[src/hdl/usb_mouse_pkg.sv]
// shared constants and types for the mouse bus-state and status logic
package usb_mouse_pkg;
    // clock rate and the bus timing figures, in their own units
    localparam int CLK_MHZ          = 250;
    localparam int RESET_MIN_NS     = 18700;
    localparam int RESET_MAX_US     = 10000;
    localparam int SUSPEND_MIN_US   = 5000;
    localparam int SUSPEND_MAX_US   = 6000;
    localparam int RESUME_MIN_US    = 11450;
    localparam int RESUME_MAX_US    = 12450;
    // least times round up, longest times round down
    localparam int RESET_MIN_CYC    = (RESET_MIN_NS * CLK_MHZ + 999) / 1000;
    localparam int RESET_MAX_CYC    = RESET_MAX_US * CLK_MHZ;
    localparam int SUSPEND_MIN_CYC  = SUSPEND_MIN_US * CLK_MHZ;
    localparam int SUSPEND_MAX_CYC  = SUSPEND_MAX_US * CLK_MHZ;
    localparam int RESUME_MIN_CYC   = RESUME_MIN_US * CLK_MHZ;
    localparam int RESUME_MAX_CYC   = RESUME_MAX_US * CLK_MHZ;
    localparam int TMR_W            = 22;

    // setup packet fields
    localparam logic [7:0]  RT_DEV_OUT       = 8'h00;
    localparam logic [7:0]  RT_DEV_IN        = 8'h80;
    localparam logic [7:0]  RT_IF_IN         = 8'h81;
    localparam logic [7:0]  RT_CLASS_IF_OUT  = 8'h21;
    localparam logic [7:0]  REQ_GET_STATUS   = 8'h00;
    localparam logic [7:0]  REQ_CLR_FEATURE  = 8'h01;
    localparam logic [7:0]  REQ_SET_FEATURE  = 8'h03;
    localparam logic [7:0]  REQ_SET_ADDRESS  = 8'h05;
    localparam logic [7:0]  REQ_SET_CONFIG   = 8'h09;
    localparam logic [7:0]  REQ_SET_PROTOCOL = 8'h0b;
    localparam logic [15:0] FEAT_REMOTE_WAKE = 16'h0001;
    localparam logic [15:0] STATUS_LEN       = 16'h0002;
    localparam logic [15:0] MAX_PKT          = 16'h0008;
    localparam int          DEV_STAT_SELF    = 0;
    localparam int          DEV_STAT_RWU     = 1;

    // register port map
    localparam logic [3:0]  REG_STATUS       = 4'h0;
    localparam logic [3:0]  REG_ADDR         = 4'h1;
    localparam logic [3:0]  REG_CTRL         = 4'h2;
    localparam int          CTRL_RWU_BIT     = 0;
    localparam int          STAT_SUSP_BIT    = 2;
    localparam int          STAT_RESUME_BIT  = 3;

    // reset values
    localparam logic        RWU_RST          = 1'b0;
    localparam logic [6:0]  ADDR_RST         = 7'h00;
    localparam logic        PROTO_RST        = 1'b1;

    typedef enum logic [1:0] {
        BUS_ATTACHED   = 2'b00,
        BUS_DEFAULT    = 2'b01,
        BUS_ADDRESSED  = 2'b10,
        BUS_CONFIGURED = 2'b11
    } bus_state_t;

    typedef enum logic [1:0] {
        PWR_ACTIVE = 2'b00,
        PWR_FINISH = 2'b01,
        PWR_SLEEP  = 2'b10,
        PWR_RESUME = 2'b11
    } pwr_state_t;

    typedef struct packed {
        logic [7:0]  bm_req;
        logic [7:0]  b_req;
        logic [15:0] w_value;
        logic [15:0] w_index;
        logic [15:0] w_length;
    } setup_t;

    typedef struct packed {
        logic       valid;
        logic       stall;
        logic [3:0] len;
        logic [7:0] data0;
        logic [7:0] data1;
    } resp_t;
endpackage

[src/hdl/pin_sync.sv]
// two-flop synchroniser for asynchronous pin inputs
`timescale 1ns/100ps
`default_nettype none
module pin_sync #(
    parameter int W = 3
) (
    input  wire logic         clock,
    input  wire logic         rst_b,
    input  wire logic [W-1:0] async_in,
    output logic      [W-1:0] sync_out
);
    logic [W-1:0] meta_r;

    // meta_r feeds only the second stage
    always_ff @(posedge clock or negedge rst_b) begin
        if (!rst_b) begin
            meta_r   <= '0;
            sync_out <= '0;
        end else begin
            meta_r   <= async_in;
            sync_out <= meta_r;
        end
    end
endmodule // pin_sync
`default_nettype wire

[src/hdl/dur_timer.sv]
// saturating count of consecutive cycles a condition holds
`timescale 1ns/100ps
`default_nettype none
module dur_timer
    import usb_mouse_pkg::*;
(
    input  wire logic             clock,
    input  wire logic             rst_b,
    input  wire logic             run,
    output logic      [TMR_W-1:0] cnt
);
    logic [TMR_W-1:0] cnt_nxt;

    always_comb begin
        if (!run) begin
            cnt_nxt = '0;
        end else if (&cnt) begin
            cnt_nxt = cnt;
        end else begin
            cnt_nxt = cnt + 1'b1;
        end
    end

    always_ff @(posedge clock or negedge rst_b) begin
        if (!rst_b) begin
            cnt <= '0;
        end else begin
            cnt <= cnt_nxt;
        end
    end
endmodule // dur_timer
`default_nettype wire

[src/hdl/usb_mouse_bus_state_status.sv]
// bus reset, suspend, remote resume and status requests of a low-speed mouse
//
// The address map and strobed register access are this design's own decisions.
`timescale 1ns/100ps
`default_nettype none
// Summary of operation
// ignore all requests until first bus reset
// SE0 beyond 18.7 us is bus reset
// reset clears address, Default, Report, flush
// reset restores power-on values, state Default
// suspend starts between 5 and 6 ms idle
// may finish current frame before clock stop
// non-idle bus wakes from suspend
// resume only if wakeup enabled and button
// resume signalling lasts 11.45 to 12.45 ms
// host resumes 20 ms, then 10 ms recovery
// device status: bit0 self, bit1 wakeup
// device status accepted in all states; here not in Attached, which answers nothing
// wakeup bit follows set/clear feature
// interface status stalls before Configured
// interface status returns two zero bytes
// device status setup 80 00 ... 02 00
// 00 03 01 sets, 00 01 01 clears wakeup
// reply never exceeds wLength or 8 bytes
// track Attached/Default/Addressed/Configured bus state
// self-powered bit always reads zero
module usb_mouse_bus_state_status
    import usb_mouse_pkg::*;
#(
    parameter int RESET_CYC   = RESET_MIN_CYC,
    parameter int SUSPEND_CYC = SUSPEND_MIN_CYC,
    parameter int RESUME_CYC  = RESUME_MIN_CYC
) (
    input  wire logic                      clock,
    input  wire logic                      rst_b,
    input  wire logic                      dp_in,
    input  wire logic                      dm_in,
    output logic                           dp_o,
    output logic                           dp_oe,
    output logic                           dm_o,
    output logic                           dm_oe,
    input  wire logic                      button_in,
    input  wire logic                      frame_busy,
    input  wire logic                      setup_valid,
    input  wire usb_mouse_pkg::setup_t     setup,
    output usb_mouse_pkg::resp_t           resp,
    output usb_mouse_pkg::bus_state_t      bus_state,
    output logic                     [6:0] dev_addr,
    output logic                           report_proto,
    output logic                           flush_tx,
    output logic                           suspend,
    output logic                           clk_stop,
    input  wire logic                [3:0] reg_addr,
    input  wire logic                [7:0] reg_wdata,
    input  wire logic                      reg_we,
    input  wire logic                      reg_re,
    output logic                     [7:0] reg_rdata
);
    import usb_mouse_pkg::*;

    logic [2:0]       pins_s;
    logic             dp_s;
    logic             dm_s;
    logic             button_s;
    logic             se0;
    logic             line_idle;
    logic             bus_reset;
    logic [TMR_W-1:0] se0_cnt;
    logic [TMR_W-1:0] idle_cnt;
    logic [TMR_W-1:0] res_cnt;

    bus_state_t bus_r, bus_nxt;
    logic [6:0] addr_r, addr_nxt;
    logic       proto_r, proto_nxt;
    logic       rwu_r, rwu_nxt;
    logic       flush_r, flush_nxt;
    resp_t      resp_r, resp_nxt;
    logic [7:0] rdata_r, rdata_nxt;

    pwr_state_t pwr_r, pwr_nxt;
    logic       susp_r, susp_nxt;
    logic       stop_r, stop_nxt;
    logic       kdrv_r, kdrv_nxt;

    pin_sync #(.W(3)) u_sync (
        .clock    (clock),
        .rst_b    (rst_b),
        .async_in ({button_in, dp_in, dm_in}),
        .sync_out (pins_s)
    );

    assign button_s  = pins_s[2];
    assign dp_s      = pins_s[1];
    assign dm_s      = pins_s[0];
    assign se0       = !dp_s && !dm_s;
    // low-speed idle is J: D- high, D+ low
    assign line_idle = !dp_s && dm_s;

    dur_timer u_se0_tmr (
        .clock (clock),
        .rst_b (rst_b),
        .run   (se0),
        .cnt   (se0_cnt)
    );

    dur_timer u_idle_tmr (
        .clock (clock),
        .rst_b (rst_b),
        .run   (line_idle),
        .cnt   (idle_cnt)
    );

    dur_timer u_res_tmr (
        .clock (clock),
        .rst_b (rst_b),
        .run   (pwr_r == PWR_RESUME),
        .cnt   (res_cnt)
    );

    // one pulse per SE0, well short of the 10 ms limit
    assign bus_reset = se0 && (se0_cnt == TMR_W'(RESET_CYC - 1));

    function automatic logic [3:0] reply_len(input logic [15:0] wl);
        logic [15:0] n;
        n = (wl < STATUS_LEN) ? wl : STATUS_LEN;
        n = (n < MAX_PKT) ? n : MAX_PKT;
        reply_len = n[3:0];
    endfunction

    // bus state, status requests and register port
    always_comb begin
        bus_nxt   = bus_r;
        addr_nxt  = addr_r;
        proto_nxt = proto_r;
        rwu_nxt   = rwu_r;
        flush_nxt = 1'b0;
        resp_nxt  = '0;
        rdata_nxt = 8'h00;
        if (bus_reset) begin
            bus_nxt   = BUS_DEFAULT;
            addr_nxt  = ADDR_RST;
            proto_nxt = PROTO_RST;
            rwu_nxt   = RWU_RST;
            flush_nxt = 1'b1;
        end else begin
            if (reg_we && reg_addr == REG_CTRL) begin
                rwu_nxt = reg_wdata[CTRL_RWU_BIT];
            end
            // Attached answers nothing, not even a stall
            if (setup_valid && bus_r != BUS_ATTACHED) begin
                case (setup.b_req)
                    REQ_GET_STATUS: begin
                        if (setup.bm_req == RT_DEV_IN) begin
                            resp_nxt.valid = 1'b1;
                            resp_nxt.len   = reply_len(setup.w_length);
                            resp_nxt.data0[DEV_STAT_SELF] = 1'b0;
                            resp_nxt.data0[DEV_STAT_RWU]  = rwu_r;
                        end else if (setup.bm_req == RT_IF_IN) begin
                            resp_nxt.valid = 1'b1;
                            if (bus_r == BUS_CONFIGURED) begin
                                resp_nxt.len = reply_len(setup.w_length);
                            end else begin
                                resp_nxt.stall = 1'b1;
                            end
                        end
                    end
                    REQ_SET_FEATURE, REQ_CLR_FEATURE: begin
                        if (setup.bm_req == RT_DEV_OUT && setup.w_value == FEAT_REMOTE_WAKE) begin
                            rwu_nxt = (setup.b_req == REQ_SET_FEATURE);
                        end
                    end
                    REQ_SET_ADDRESS: begin
                        if (setup.bm_req == RT_DEV_OUT && bus_r != BUS_CONFIGURED) begin
                            addr_nxt = setup.w_value[6:0];
                            bus_nxt  = (setup.w_value[6:0] == 7'h00) ? BUS_DEFAULT : BUS_ADDRESSED;
                        end
                    end
                    REQ_SET_CONFIG: begin
                        if (setup.bm_req == RT_DEV_OUT && bus_r != BUS_DEFAULT) begin
                            bus_nxt = setup.w_value[0] ? BUS_CONFIGURED : BUS_ADDRESSED;
                        end
                    end
                    REQ_SET_PROTOCOL: begin
                        if (setup.bm_req == RT_CLASS_IF_OUT) begin
                            proto_nxt = setup.w_value[0];
                        end
                    end
                    default: begin
                    end
                endcase
            end
        end
        if (reg_re) begin
            case (reg_addr)
                REG_STATUS: begin
                    rdata_nxt[1:0]             = bus_r;
                    rdata_nxt[STAT_SUSP_BIT]   = susp_r;
                    rdata_nxt[STAT_RESUME_BIT] = kdrv_r;
                end
                REG_ADDR: rdata_nxt = {1'b0, addr_r};
                REG_CTRL: rdata_nxt[CTRL_RWU_BIT] = rwu_r;
                default:  rdata_nxt = 8'h00;
            endcase
        end
    end

    always_ff @(posedge clock or negedge rst_b) begin
        if (!rst_b) begin
            bus_r   <= BUS_ATTACHED;
            addr_r  <= ADDR_RST;
            proto_r <= PROTO_RST;
            rwu_r   <= RWU_RST;
            flush_r <= 1'b0;
            resp_r  <= '0;
            rdata_r <= 8'h00;
        end else begin
            bus_r   <= bus_nxt;
            addr_r  <= addr_nxt;
            proto_r <= proto_nxt;
            rwu_r   <= rwu_nxt;
            flush_r <= flush_nxt;
            resp_r  <= resp_nxt;
            rdata_r <= rdata_nxt;
        end
    end

    // power state: suspend entry, frame finish, wake and remote resume
    always_comb begin
        pwr_nxt = pwr_r;
        case (pwr_r)
            PWR_ACTIVE: begin
                if (line_idle && idle_cnt >= TMR_W'(SUSPEND_CYC - 1)) begin
                    pwr_nxt = PWR_FINISH;
                end
            end
            PWR_FINISH: begin
                if (!line_idle) begin
                    pwr_nxt = PWR_ACTIVE;
                end else if (!frame_busy) begin
                    pwr_nxt = PWR_SLEEP;
                end
            end
            PWR_SLEEP: begin
                if (!line_idle) begin
                    pwr_nxt = PWR_ACTIVE;
                end else if (rwu_r && button_s) begin
                    pwr_nxt = PWR_RESUME;
                end
            end
            PWR_RESUME: begin
                // own K on the line is not a wake event
                if (res_cnt >= TMR_W'(RESUME_CYC - 1)) begin
                    pwr_nxt = PWR_ACTIVE;
                end
            end
            default: pwr_nxt = PWR_ACTIVE;
        endcase
        susp_nxt = (pwr_nxt == PWR_FINISH) || (pwr_nxt == PWR_SLEEP);
        stop_nxt = (pwr_nxt == PWR_SLEEP);
        kdrv_nxt = (pwr_nxt == PWR_RESUME);
    end

    always_ff @(posedge clock or negedge rst_b) begin
        if (!rst_b) begin
            pwr_r  <= PWR_ACTIVE;
            susp_r <= 1'b0;
            stop_r <= 1'b0;
            kdrv_r <= 1'b0;
        end else begin
            pwr_r  <= pwr_nxt;
            susp_r <= susp_nxt;
            stop_r <= stop_nxt;
            kdrv_r <= kdrv_nxt;
        end
    end

    // K state at low speed: D+ high, D- low
    assign dp_o         = kdrv_r;
    assign dp_oe        = kdrv_r;
    assign dm_o         = 1'b0;
    assign dm_oe        = kdrv_r;
    assign resp         = resp_r;
    assign bus_state    = bus_r;
    assign dev_addr     = addr_r;
    assign report_proto = proto_r;
    assign flush_tx     = flush_r;
    assign suspend      = susp_r;
    assign clk_stop     = stop_r;
    assign reg_rdata    = rdata_r;

    AST_SILENT_ATTACHED: assert property (@(posedge clock) disable iff (!rst_b)
        (bus_r == BUS_ATTACHED && !bus_reset) |=> !resp_r.valid)
        else $error("answer given before first bus reset");

    AST_RESET_AT_THRESHOLD: assert property (@(posedge clock) disable iff (!rst_b)
        $rose(flush_r) |-> $past(se0_cnt) == TMR_W'(RESET_CYC - 1))
        else $error("bus reset taken at wrong SE0 length");

    AST_RESET_EFFECTS: assert property (@(posedge clock) disable iff (!rst_b)
        bus_reset |=> (bus_r == BUS_DEFAULT && addr_r == 7'h00 && proto_r && flush_r))
        else $error("bus reset side effects missing");

    AST_RESET_CLEARS_WAKE: assert property (@(posedge clock) disable iff (!rst_b)
        bus_reset |=> !rwu_r ##1 !flush_r)
        else $error("wakeup enable or flush wrong after bus reset");

    AST_SUSPEND_WINDOW: assert property (@(posedge clock) disable iff (!rst_b)
        $rose(susp_r) |-> ($past(idle_cnt) >= TMR_W'(SUSPEND_CYC - 1)) &&
                          ($past(idle_cnt) <  TMR_W'(SUSPEND_MAX_CYC)))
        else $error("suspend entered outside idle window");

    AST_WAKE_ON_ACTIVITY: assert property (@(posedge clock) disable iff (!rst_b)
        (susp_r && !line_idle) |=> !susp_r)
        else $error("suspend held on a busy bus");

    AST_RESUME_CAUSE: assert property (@(posedge clock) disable iff (!rst_b)
        $rose(kdrv_r) |-> $past(rwu_r && button_s && stop_r))
        else $error("resume without enable and button");

    AST_RESUME_LENGTH: assert property (@(posedge clock) disable iff (!rst_b)
        $fell(kdrv_r) |-> $past(res_cnt) == TMR_W'(RESUME_CYC - 1))
        else $error("resume signalling of wrong length");

    AST_DEV_STATUS: assert property (@(posedge clock) disable iff (!rst_b)
        (setup_valid && !bus_reset && bus_r != BUS_ATTACHED && setup.bm_req == RT_DEV_IN &&
         setup.b_req == REQ_GET_STATUS) |=>
        (resp_r.valid && !resp_r.stall && resp_r.data0 == {6'h00, $past(rwu_r), 1'b0} &&
         resp_r.data1 == 8'h00 && resp_r.len <= 4'h2))
        else $error("device status answer wrong");

    AST_IF_STALL: assert property (@(posedge clock) disable iff (!rst_b)
        (setup_valid && !bus_reset && setup.bm_req == RT_IF_IN && setup.b_req == REQ_GET_STATUS &&
         (bus_r == BUS_DEFAULT || bus_r == BUS_ADDRESSED)) |=> (resp_r.valid && resp_r.stall))
        else $error("interface status not stalled before configuration");

    COV_BUS_RESET: cover property (@(posedge clock) disable iff (!rst_b) bus_reset);
    COV_SLEEP: cover property (@(posedge clock) disable iff (!rst_b) $rose(stop_r));
    COV_REMOTE_RESUME: cover property (@(posedge clock) disable iff (!rst_b) $fell(kdrv_r));
    COV_IF_STALL: cover property (@(posedge clock) disable iff (!rst_b) resp_r.valid && resp_r.stall);
endmodule // usb_mouse_bus_state_status
`default_nettype wire

[config.mk]
export PLATFORM = sky130hd
export DESIGN_NAME = usb_mouse_bus_state_status
export DESIGN_NICKNAME = d
export VERILOG_FILES = /design/src/hdl/usb_mouse_pkg.sv /design/src/hdl/pin_sync.sv /design/src/hdl/dur_timer.sv /design/src/hdl/usb_mouse_bus_state_status.sv
export SDC_FILE = /design/constraint.sdc
export NUM_CORES = 1
export LEC_CHECK = 0
export BUFFER_PORTS_ARGS = -buffer_cell sky130_fd_sc_hd__buf_2
export CORE_UTILIZATION = 29
export CTS_BUF_LIST = sky130_fd_sc_hd__clkbuf_2
export DETAILED_ROUTE_END_ITERATION = 10
export SLEW_MARGIN = 15
export SYNTH_ARGS = -nofsm -noshare
export SYNTH_HDL_FRONTEND = slang
export SYNTH_HIERARCHICAL = 1
export SYNTH_SLANG_ARGS = --single-unit
[constraint.sdc]
create_clock -name clock -period 2.3 [get_ports clock]
set_clock_uncertainty 0.2 [all_clocks]
set_input_delay 0.23 -clock clock [delete_from_list [all_inputs] [get_ports clock]]
set_output_delay 0.23 -clock clock [all_outputs]
set_load 0.05 [all_outputs]
Yosys cells after proc, flatten, opt, wreduce, memory -nomap -nowiden
Cells that the tools add are included.

Register bits: 105. Input port bits: 85. Output and inout bits: 47. Logic and storage cells: 137.

Add/sub/neg operators: 3. $lt $le $gt $ge: 4. Equality and inequality tests: 26. Multiplexer cells: 53. Reduce and logical (&&, ||, !) cells: 32.

Operator list (count): 22-bit two-way mux (6); 22-bit by 1-bit adder with 22-bit output (second input constant) (3); 22-bit AND reduction (3); 7-bit two-way mux (5); 2-bit two-way mux (15); 6-bit two-way mux (4); 22-bit by 13-bit == test with 1-bit output (second input constant) (1); 22-bit by 21-bit >= comparator with 1-bit output (second input constant) (1); 22-bit >= comparator (second input constant) (1); 16-bit by 1-bit == test with 1-bit output (second input constant) (1); 8-bit by 4-bit == test with 1-bit output (second input constant) (2); 8-bit == test (second input constant) (2); 8-bit zero test (2); 16-bit by 2-bit < comparator with 1-bit output (second input constant) (1); 16-bit by 4-bit < comparator with 1-bit output (second input constant) (1); 16-bit two-way mux (1); 1-bit two-way mux (14); 4-bit two-way mux (3); 2-bit nonzero test (6); 2-bit == test (second input constant) (5); 1-bit logical AND (10); 8-bit by 1-bit == test with 1-bit output (second input constant) (1); 8-bit by 2-bit == test with 1-bit output (second input constant) (1); 8-bit by 3-bit == test with 1-bit output (second input constant) (1); 21 further kinds (28).

Longest topological paths before layout
Word-level depth: 10. Depth in mapped cells: 8. Gate-level depth less buffers: 6.

Modules after synthesis
The synthesis kept the hierarchy.

Modules (own cells, without submodules): dur_timer (times used 3, cells each 141, area an instance 1400.1 sq um, seq. area each 550.5 sq um); usb_mouse_bus_state_status (times used 1, cells each 215, area an instance 2006.9 sq um, seq. area each 777.0 sq um); pin_sync (times used 1, cells each 6, area an instance 150.1 sq um, seq. area each 150.1 sq um).

Worst setup path before layout
No wires, ideal clock.

Path kind: flip-flop to flip-flop. From: register u_idle_tmr.cnt[10]. To: register susp_r (netlist: suspend). Setup time: 126 ps. Arrival: 1797 ps. Required time: 1974 ps. Slack: 177 ps. Cell stages (with the launch flop): 6. Buffers on the path: 0. Period minus slack after synthesis: 2123 ps. Cells stage by stage: dfrtp_1 > or4_1 > a2111oi_0 > o31a_1 > o31a_1 > ha_1.

Longest elaborated chain between the ends: 6. Elaborated cells on any way between the ends: 7. Classes of those cells: order compare (1); eq/ne (2); mux (2); reduce/logical (2).

Ends and longest elaborated chain: start, declared (line dur_timer.sv:10) `output logic [TMR_W-1:0] cnt`; start signal, assigned (line dur_timer.sv:28) `cnt <= cnt_nxt;`; 22-bit by 21-bit >= comparator with 1-bit output * (line usb_mouse_bus_state_status.sv:232) `if (line_idle && idle_cnt >= TMR_W'(SUSPEND_CYC - 1)) begin`; 1-bit logical AND * (line usb_mouse_bus_state_status.sv:232); 2-bit two-way mux * (line usb_mouse_bus_state_status.sv:232); 2-bit case mux with 4 select lines * (line usb_mouse_bus_state_status.sv:230) `case (pwr_r)`; net pwr_nxt[0] (line usb_mouse_bus_state_status.sv:80) `pwr_state_t pwr_r, pwr_nxt;`; 2-bit by 1-bit == test with 1-bit output / 2-bit == test (equally long branches) (line usb_mouse_bus_state_status.sv:258) `susp_nxt = (pwr_nxt == PWR_FINISH) || (pwr_nxt == PWR_SLEEP);`; 1-bit logical OR * (line usb_mouse_bus_state_status.sv:258); net susp_nxt (line usb_mouse_bus_state_status.sv:81) `logic susp_r, susp_nxt;`; end signal, assigned (line usb_mouse_bus_state_status.sv:271) `susp_r <= susp_nxt;`; end, declared (line usb_mouse_bus_state_status.sv:81).

The timed path passes the listed nets; every way through them passes the cells marked *. A chain may end at the register's enable or synchronous reset.

==> results.sh <==
export IMPL_status="finished clean"
export IMPL_async_reset_ff_share_pct=100.0
export IMPL_wirelength_um=16180
export IMPL_core_area_um2=21290
export IMPL_avgSynthCellArea_um2=9.872
export IMPL_internal_power_w=0.002228
export IMPL_p_sw_w=0.0008700
export IMPL_h_tree_depth=3
export IMPL_fin_crit_sh_pct=99.43
export IMPL_drt_vias_per_instance=5.033
export IMPL_cp_start_kind="primary input"
export IMPL_dp_hpwl_um=10910
export IMPL_worstHoldEndpoint="bus_state[0]"
export IMPL_die_width_um=150.1
export IMPL_numClockSinks=103
export IMPL_worstHoldStart="setup_valid"
export IMPL_synth_top_area_share_pct=40.15
export IMPL_setup_tns_ps=0
export IMPL_routedWlPerCell_um=14.76
export IMPL_area_growth_pct=25.27
export IMPL_maxCapViolCount=0
export IMPL_relSlewSlack_pct=66.49
export IMPL_peakVddDrop_mv=0.1896
export IMPL_synthTopCellsByArea="dfrtp_1 40%, mux2i_1 6.9%, nand2_1 4.4%, nand2b_1 3.9%, buf_4 2.2%"
export IMPL_final_core_util_pct=37.41
export IMPL_drv_slew=0
export IMPL_grt_pass1_vias=5144
export IMPL_synthAdderAreaFrac_pct=0.9841
export IMPL_cts_root_buffer="clkbuf_2"
export IMPL_drt_iter0_drc=333
export IMPL_ys_ff_latch=103
export IMPL_min_period_ps=2287
export IMPL_synth_largest_area_cell="dfrtp_1"
export IMPL_worst_slew_pin_slew_ps=500.8
export IMPL_gp_congestion=0.8212
export IMPL_whs_path_depth=5
export IMPL_synth_edff_count=0
export IMPL_chipHeight_um=150.1
export IMPL_critical_path_peak_fanout=5
export IMPL_num_io_pins=132
export IMPL_worstSkewPairLatency_ps=620
export IMPL_synth_cell_types=66
export IMPL_vias=5516
export IMPL_r2r_cells=5
export IMPL_io_buffer_count=91
export IMPL_crit_chain="dlygate4sd3_1 -> buf_2 -> nor4_4 -> nand2b_4 -> dlygate4sd3_1 -> or4_4 -> nor4b_2"
export IMPL_synth_mux_area_share_pct=6.928
export IMPL_arrival_ps=2640
export IMPL_hp_class="primary input to register"
export IMPL_layout_nets=904
export IMPL_pwr_share_clk_pct=29.2
export IMPL_synth_compound_area_share_pct=15.35
export IMPL_reg2reg_to="suspend"
export IMPL_fmaxAchievable_ghz=0.4373
export IMPL_sw_frac_of_total_pct=28.08
export IMPL_critPathRequiredTime_ps=2650
export IMPL_reg2reg_slack_ps=70
export IMPL_synth_most_common_cell="dfrtp_1"
export IMPL_setup_violations=0
export IMPL_critPathCaptureType="register"
export IMPL_rsz0062_at_grt="no"
export IMPL_leakagePower_nw=3.334
export IMPL_power_frac_comb_pct=11.3
export IMPL_synth_ff_type="dfrtp_1"
export IMPL_ys_seq_area_share_pct=40.56
export IMPL_powerDensity_nw_per_um2=389.1
export IMPL_grt_pass1_wl_um=26650
export IMPL_rows=53
export IMPL_overflow=0
export IMPL_synth_xor_area_share_pct=0.2755
export IMPL_synth_top_family_by_area="simple AND/OR/NAND/NOR gates"
export IMPL_antenna_found_initial=1
export IMPL_cp_slowest_cell="dlygate4sd3_1"
export IMPL_netlist_area_um2=6357
export IMPL_synthSimpleGateAreaFrac_pct=29.70
export IMPL_hold_viol_final=0
export IMPL_fin_ws_ps=13.10
export IMPL_ys_top_cells_by_count="102 x dfrtp_1, 75 x nand2_1, 44 x mux2i_1"
export IMPL_stdcell_area_um2=7964
export IMPL_numCtsBuffers=9
export IMPL_synth_warning_count=6
export IMPL_grt_usage_pct=14.97
export IMPL_die_area_um2=22520
export IMPL_critPathKind="primary input to register"
export IMPL_placed_cell_area_um2=7194
export IMPL_worst_path_largest_cell_delay_ps=590
export IMPL_drcViolationCount=0
export IMPL_antenna_left=0
export IMPL_tritoncts="done"
export IMPL_start_util_pct=29.87
export IMPL_syn_inst=644
export IMPL_firstDrtPassIters=5
export IMPL_cts_setup_buffers=0
export IMPL_grt_max_degree=39
export IMPL_clk_pin_slew_ps=280
export IMPL_share_seq_of_total_power_pct=59.5
export IMPL_pre_cts_ws_ps=0.8236
export IMPL_drive_above_1_share_pct=24.79
export IMPL_clockBufferDepth=2
export IMPL_r2r_start="u_idle_tmr/cnt[9]"
export IMPL_cp_common_cell="dlygate4sd3_1"
==> worst max path at each step <==
stage / slack (ps) / cells past startpoint / to / from
after floorplan: 180 / 5 / suspend / u_idle_tmr/cnt[10]
after global placement: 20 / 5 / suspend / u_idle_tmr/cnt[10]
after detailed placement: 0.8 / 5 / suspend / u_idle_tmr/cnt[10]
after CTS: 30 / 5 / suspend / u_idle_tmr/cnt[10]
after global routing: 1 / 5 / rwu_r / u_se0_tmr/cnt[12]
final: 10 / 7 / resp[16] / setup[62]
==> registers in the layout, summed over array words and instances, names as in the netlist <==
name / cells
bus_state: 2
clk_stop: 1
dev_addr: 7
dm_oe: 1
flush_tx: 1
pwr_r: 2
reg_rdata: 7
report_proto: 1
resp: 7
rwu_r: 1
suspend: 1
u_idle_tmr/cnt: 22
u_res_tmr/cnt: 22
u_se0_tmr/cnt: 22
u_sync/meta_r: 3
u_sync/sync_out: 3
==> per-layer routing <==
metal  up-vias  global-route usage, %  part of all wire (%)
li1       2716                      -                     -
met1      2645                  20.27                    48
met2       139                  24.28                    47
met3        16                  2.134                   3.6
met4         0                  5.152                   1.4
met5         -                      0                     0
==> critical path, delay by kind of cell <==
family,cells,cell delay [ps]
AND/OR/NAND/NOR,4,1140
buffers and inverters,3,1250
==> cells in the final DEF (no fill, tap or decap), types with 11 or more instances in the layout <==
master and count:
nand2b_1 40, nor4_1 12, nor2_1 24, clkbuf_2 11, dlygate4sd3_1 59, buf_2 90
nand4_1 19, and3_1 16, inv_1 14, buf_4 36, mux2i_1 44, conb_1 19
nor3_1 20, nand3_1 22, a21oi_2 12, nand2_1 75, a21oi_1 22, dfrtp_1 102
==> through the flow <==
step	total power, W	hold WS [ps]	instances
final	0.003098	100.6	1096
after global placement	0.002153	45.59	1018
after detailed placement	0.002157	49.69	1018
after global routing	0.003239	71.59	1096
after CTS	0.003144	23.04	1091
after floorplan	0.002040	-265.6	662
==> final cells by class <==
cell class,count,area [µm²]
Inverter,14,52.55
Tap cell,275,344.1
Timing Repair Buffer,188,1371
Multi-Input combinational cell,498,3501
Clock buffer,11,55.05
Antenna cell,2,5.005
Fill cell,2091,13320
Clock inverter,5,56.30
Sequential cell,103,2579
==> cell families (layout without fill, tap and decap cells) <==
logic type / count (synthesis) / after routing
xor+xnor: 2 / 2
mux: 44 / 44
other cells: 1 / 21
compound gates: 121 / 121
simple gates: 307 / 307
buf+inv: 61 / 218
flops: 103 / 103
fa+ha+maj: 5 / 5
==> what timing repair did <==
item / 4_1_cts / 5_1_grt
setup endpoints to repair: 1 / 13
endpoints found under the hold margin: 132 / 1
resized for setup: 1 / 11
hold buffers: 57 / 4
==> power groups by stage <==
stage                     clock, W  combinational (W)  sequential [W]
after floorplan                  0           0.000165         0.00187
after global placement           0           0.000281         0.00187
after detailed placement         0           0.000285         0.00187
after CTS                 0.000956           0.000343         0.00184
after global routing       0.00101           0.000382         0.00185
final                     0.000906           0.000349         0.00184
Power figures use the tool's default switching activity.
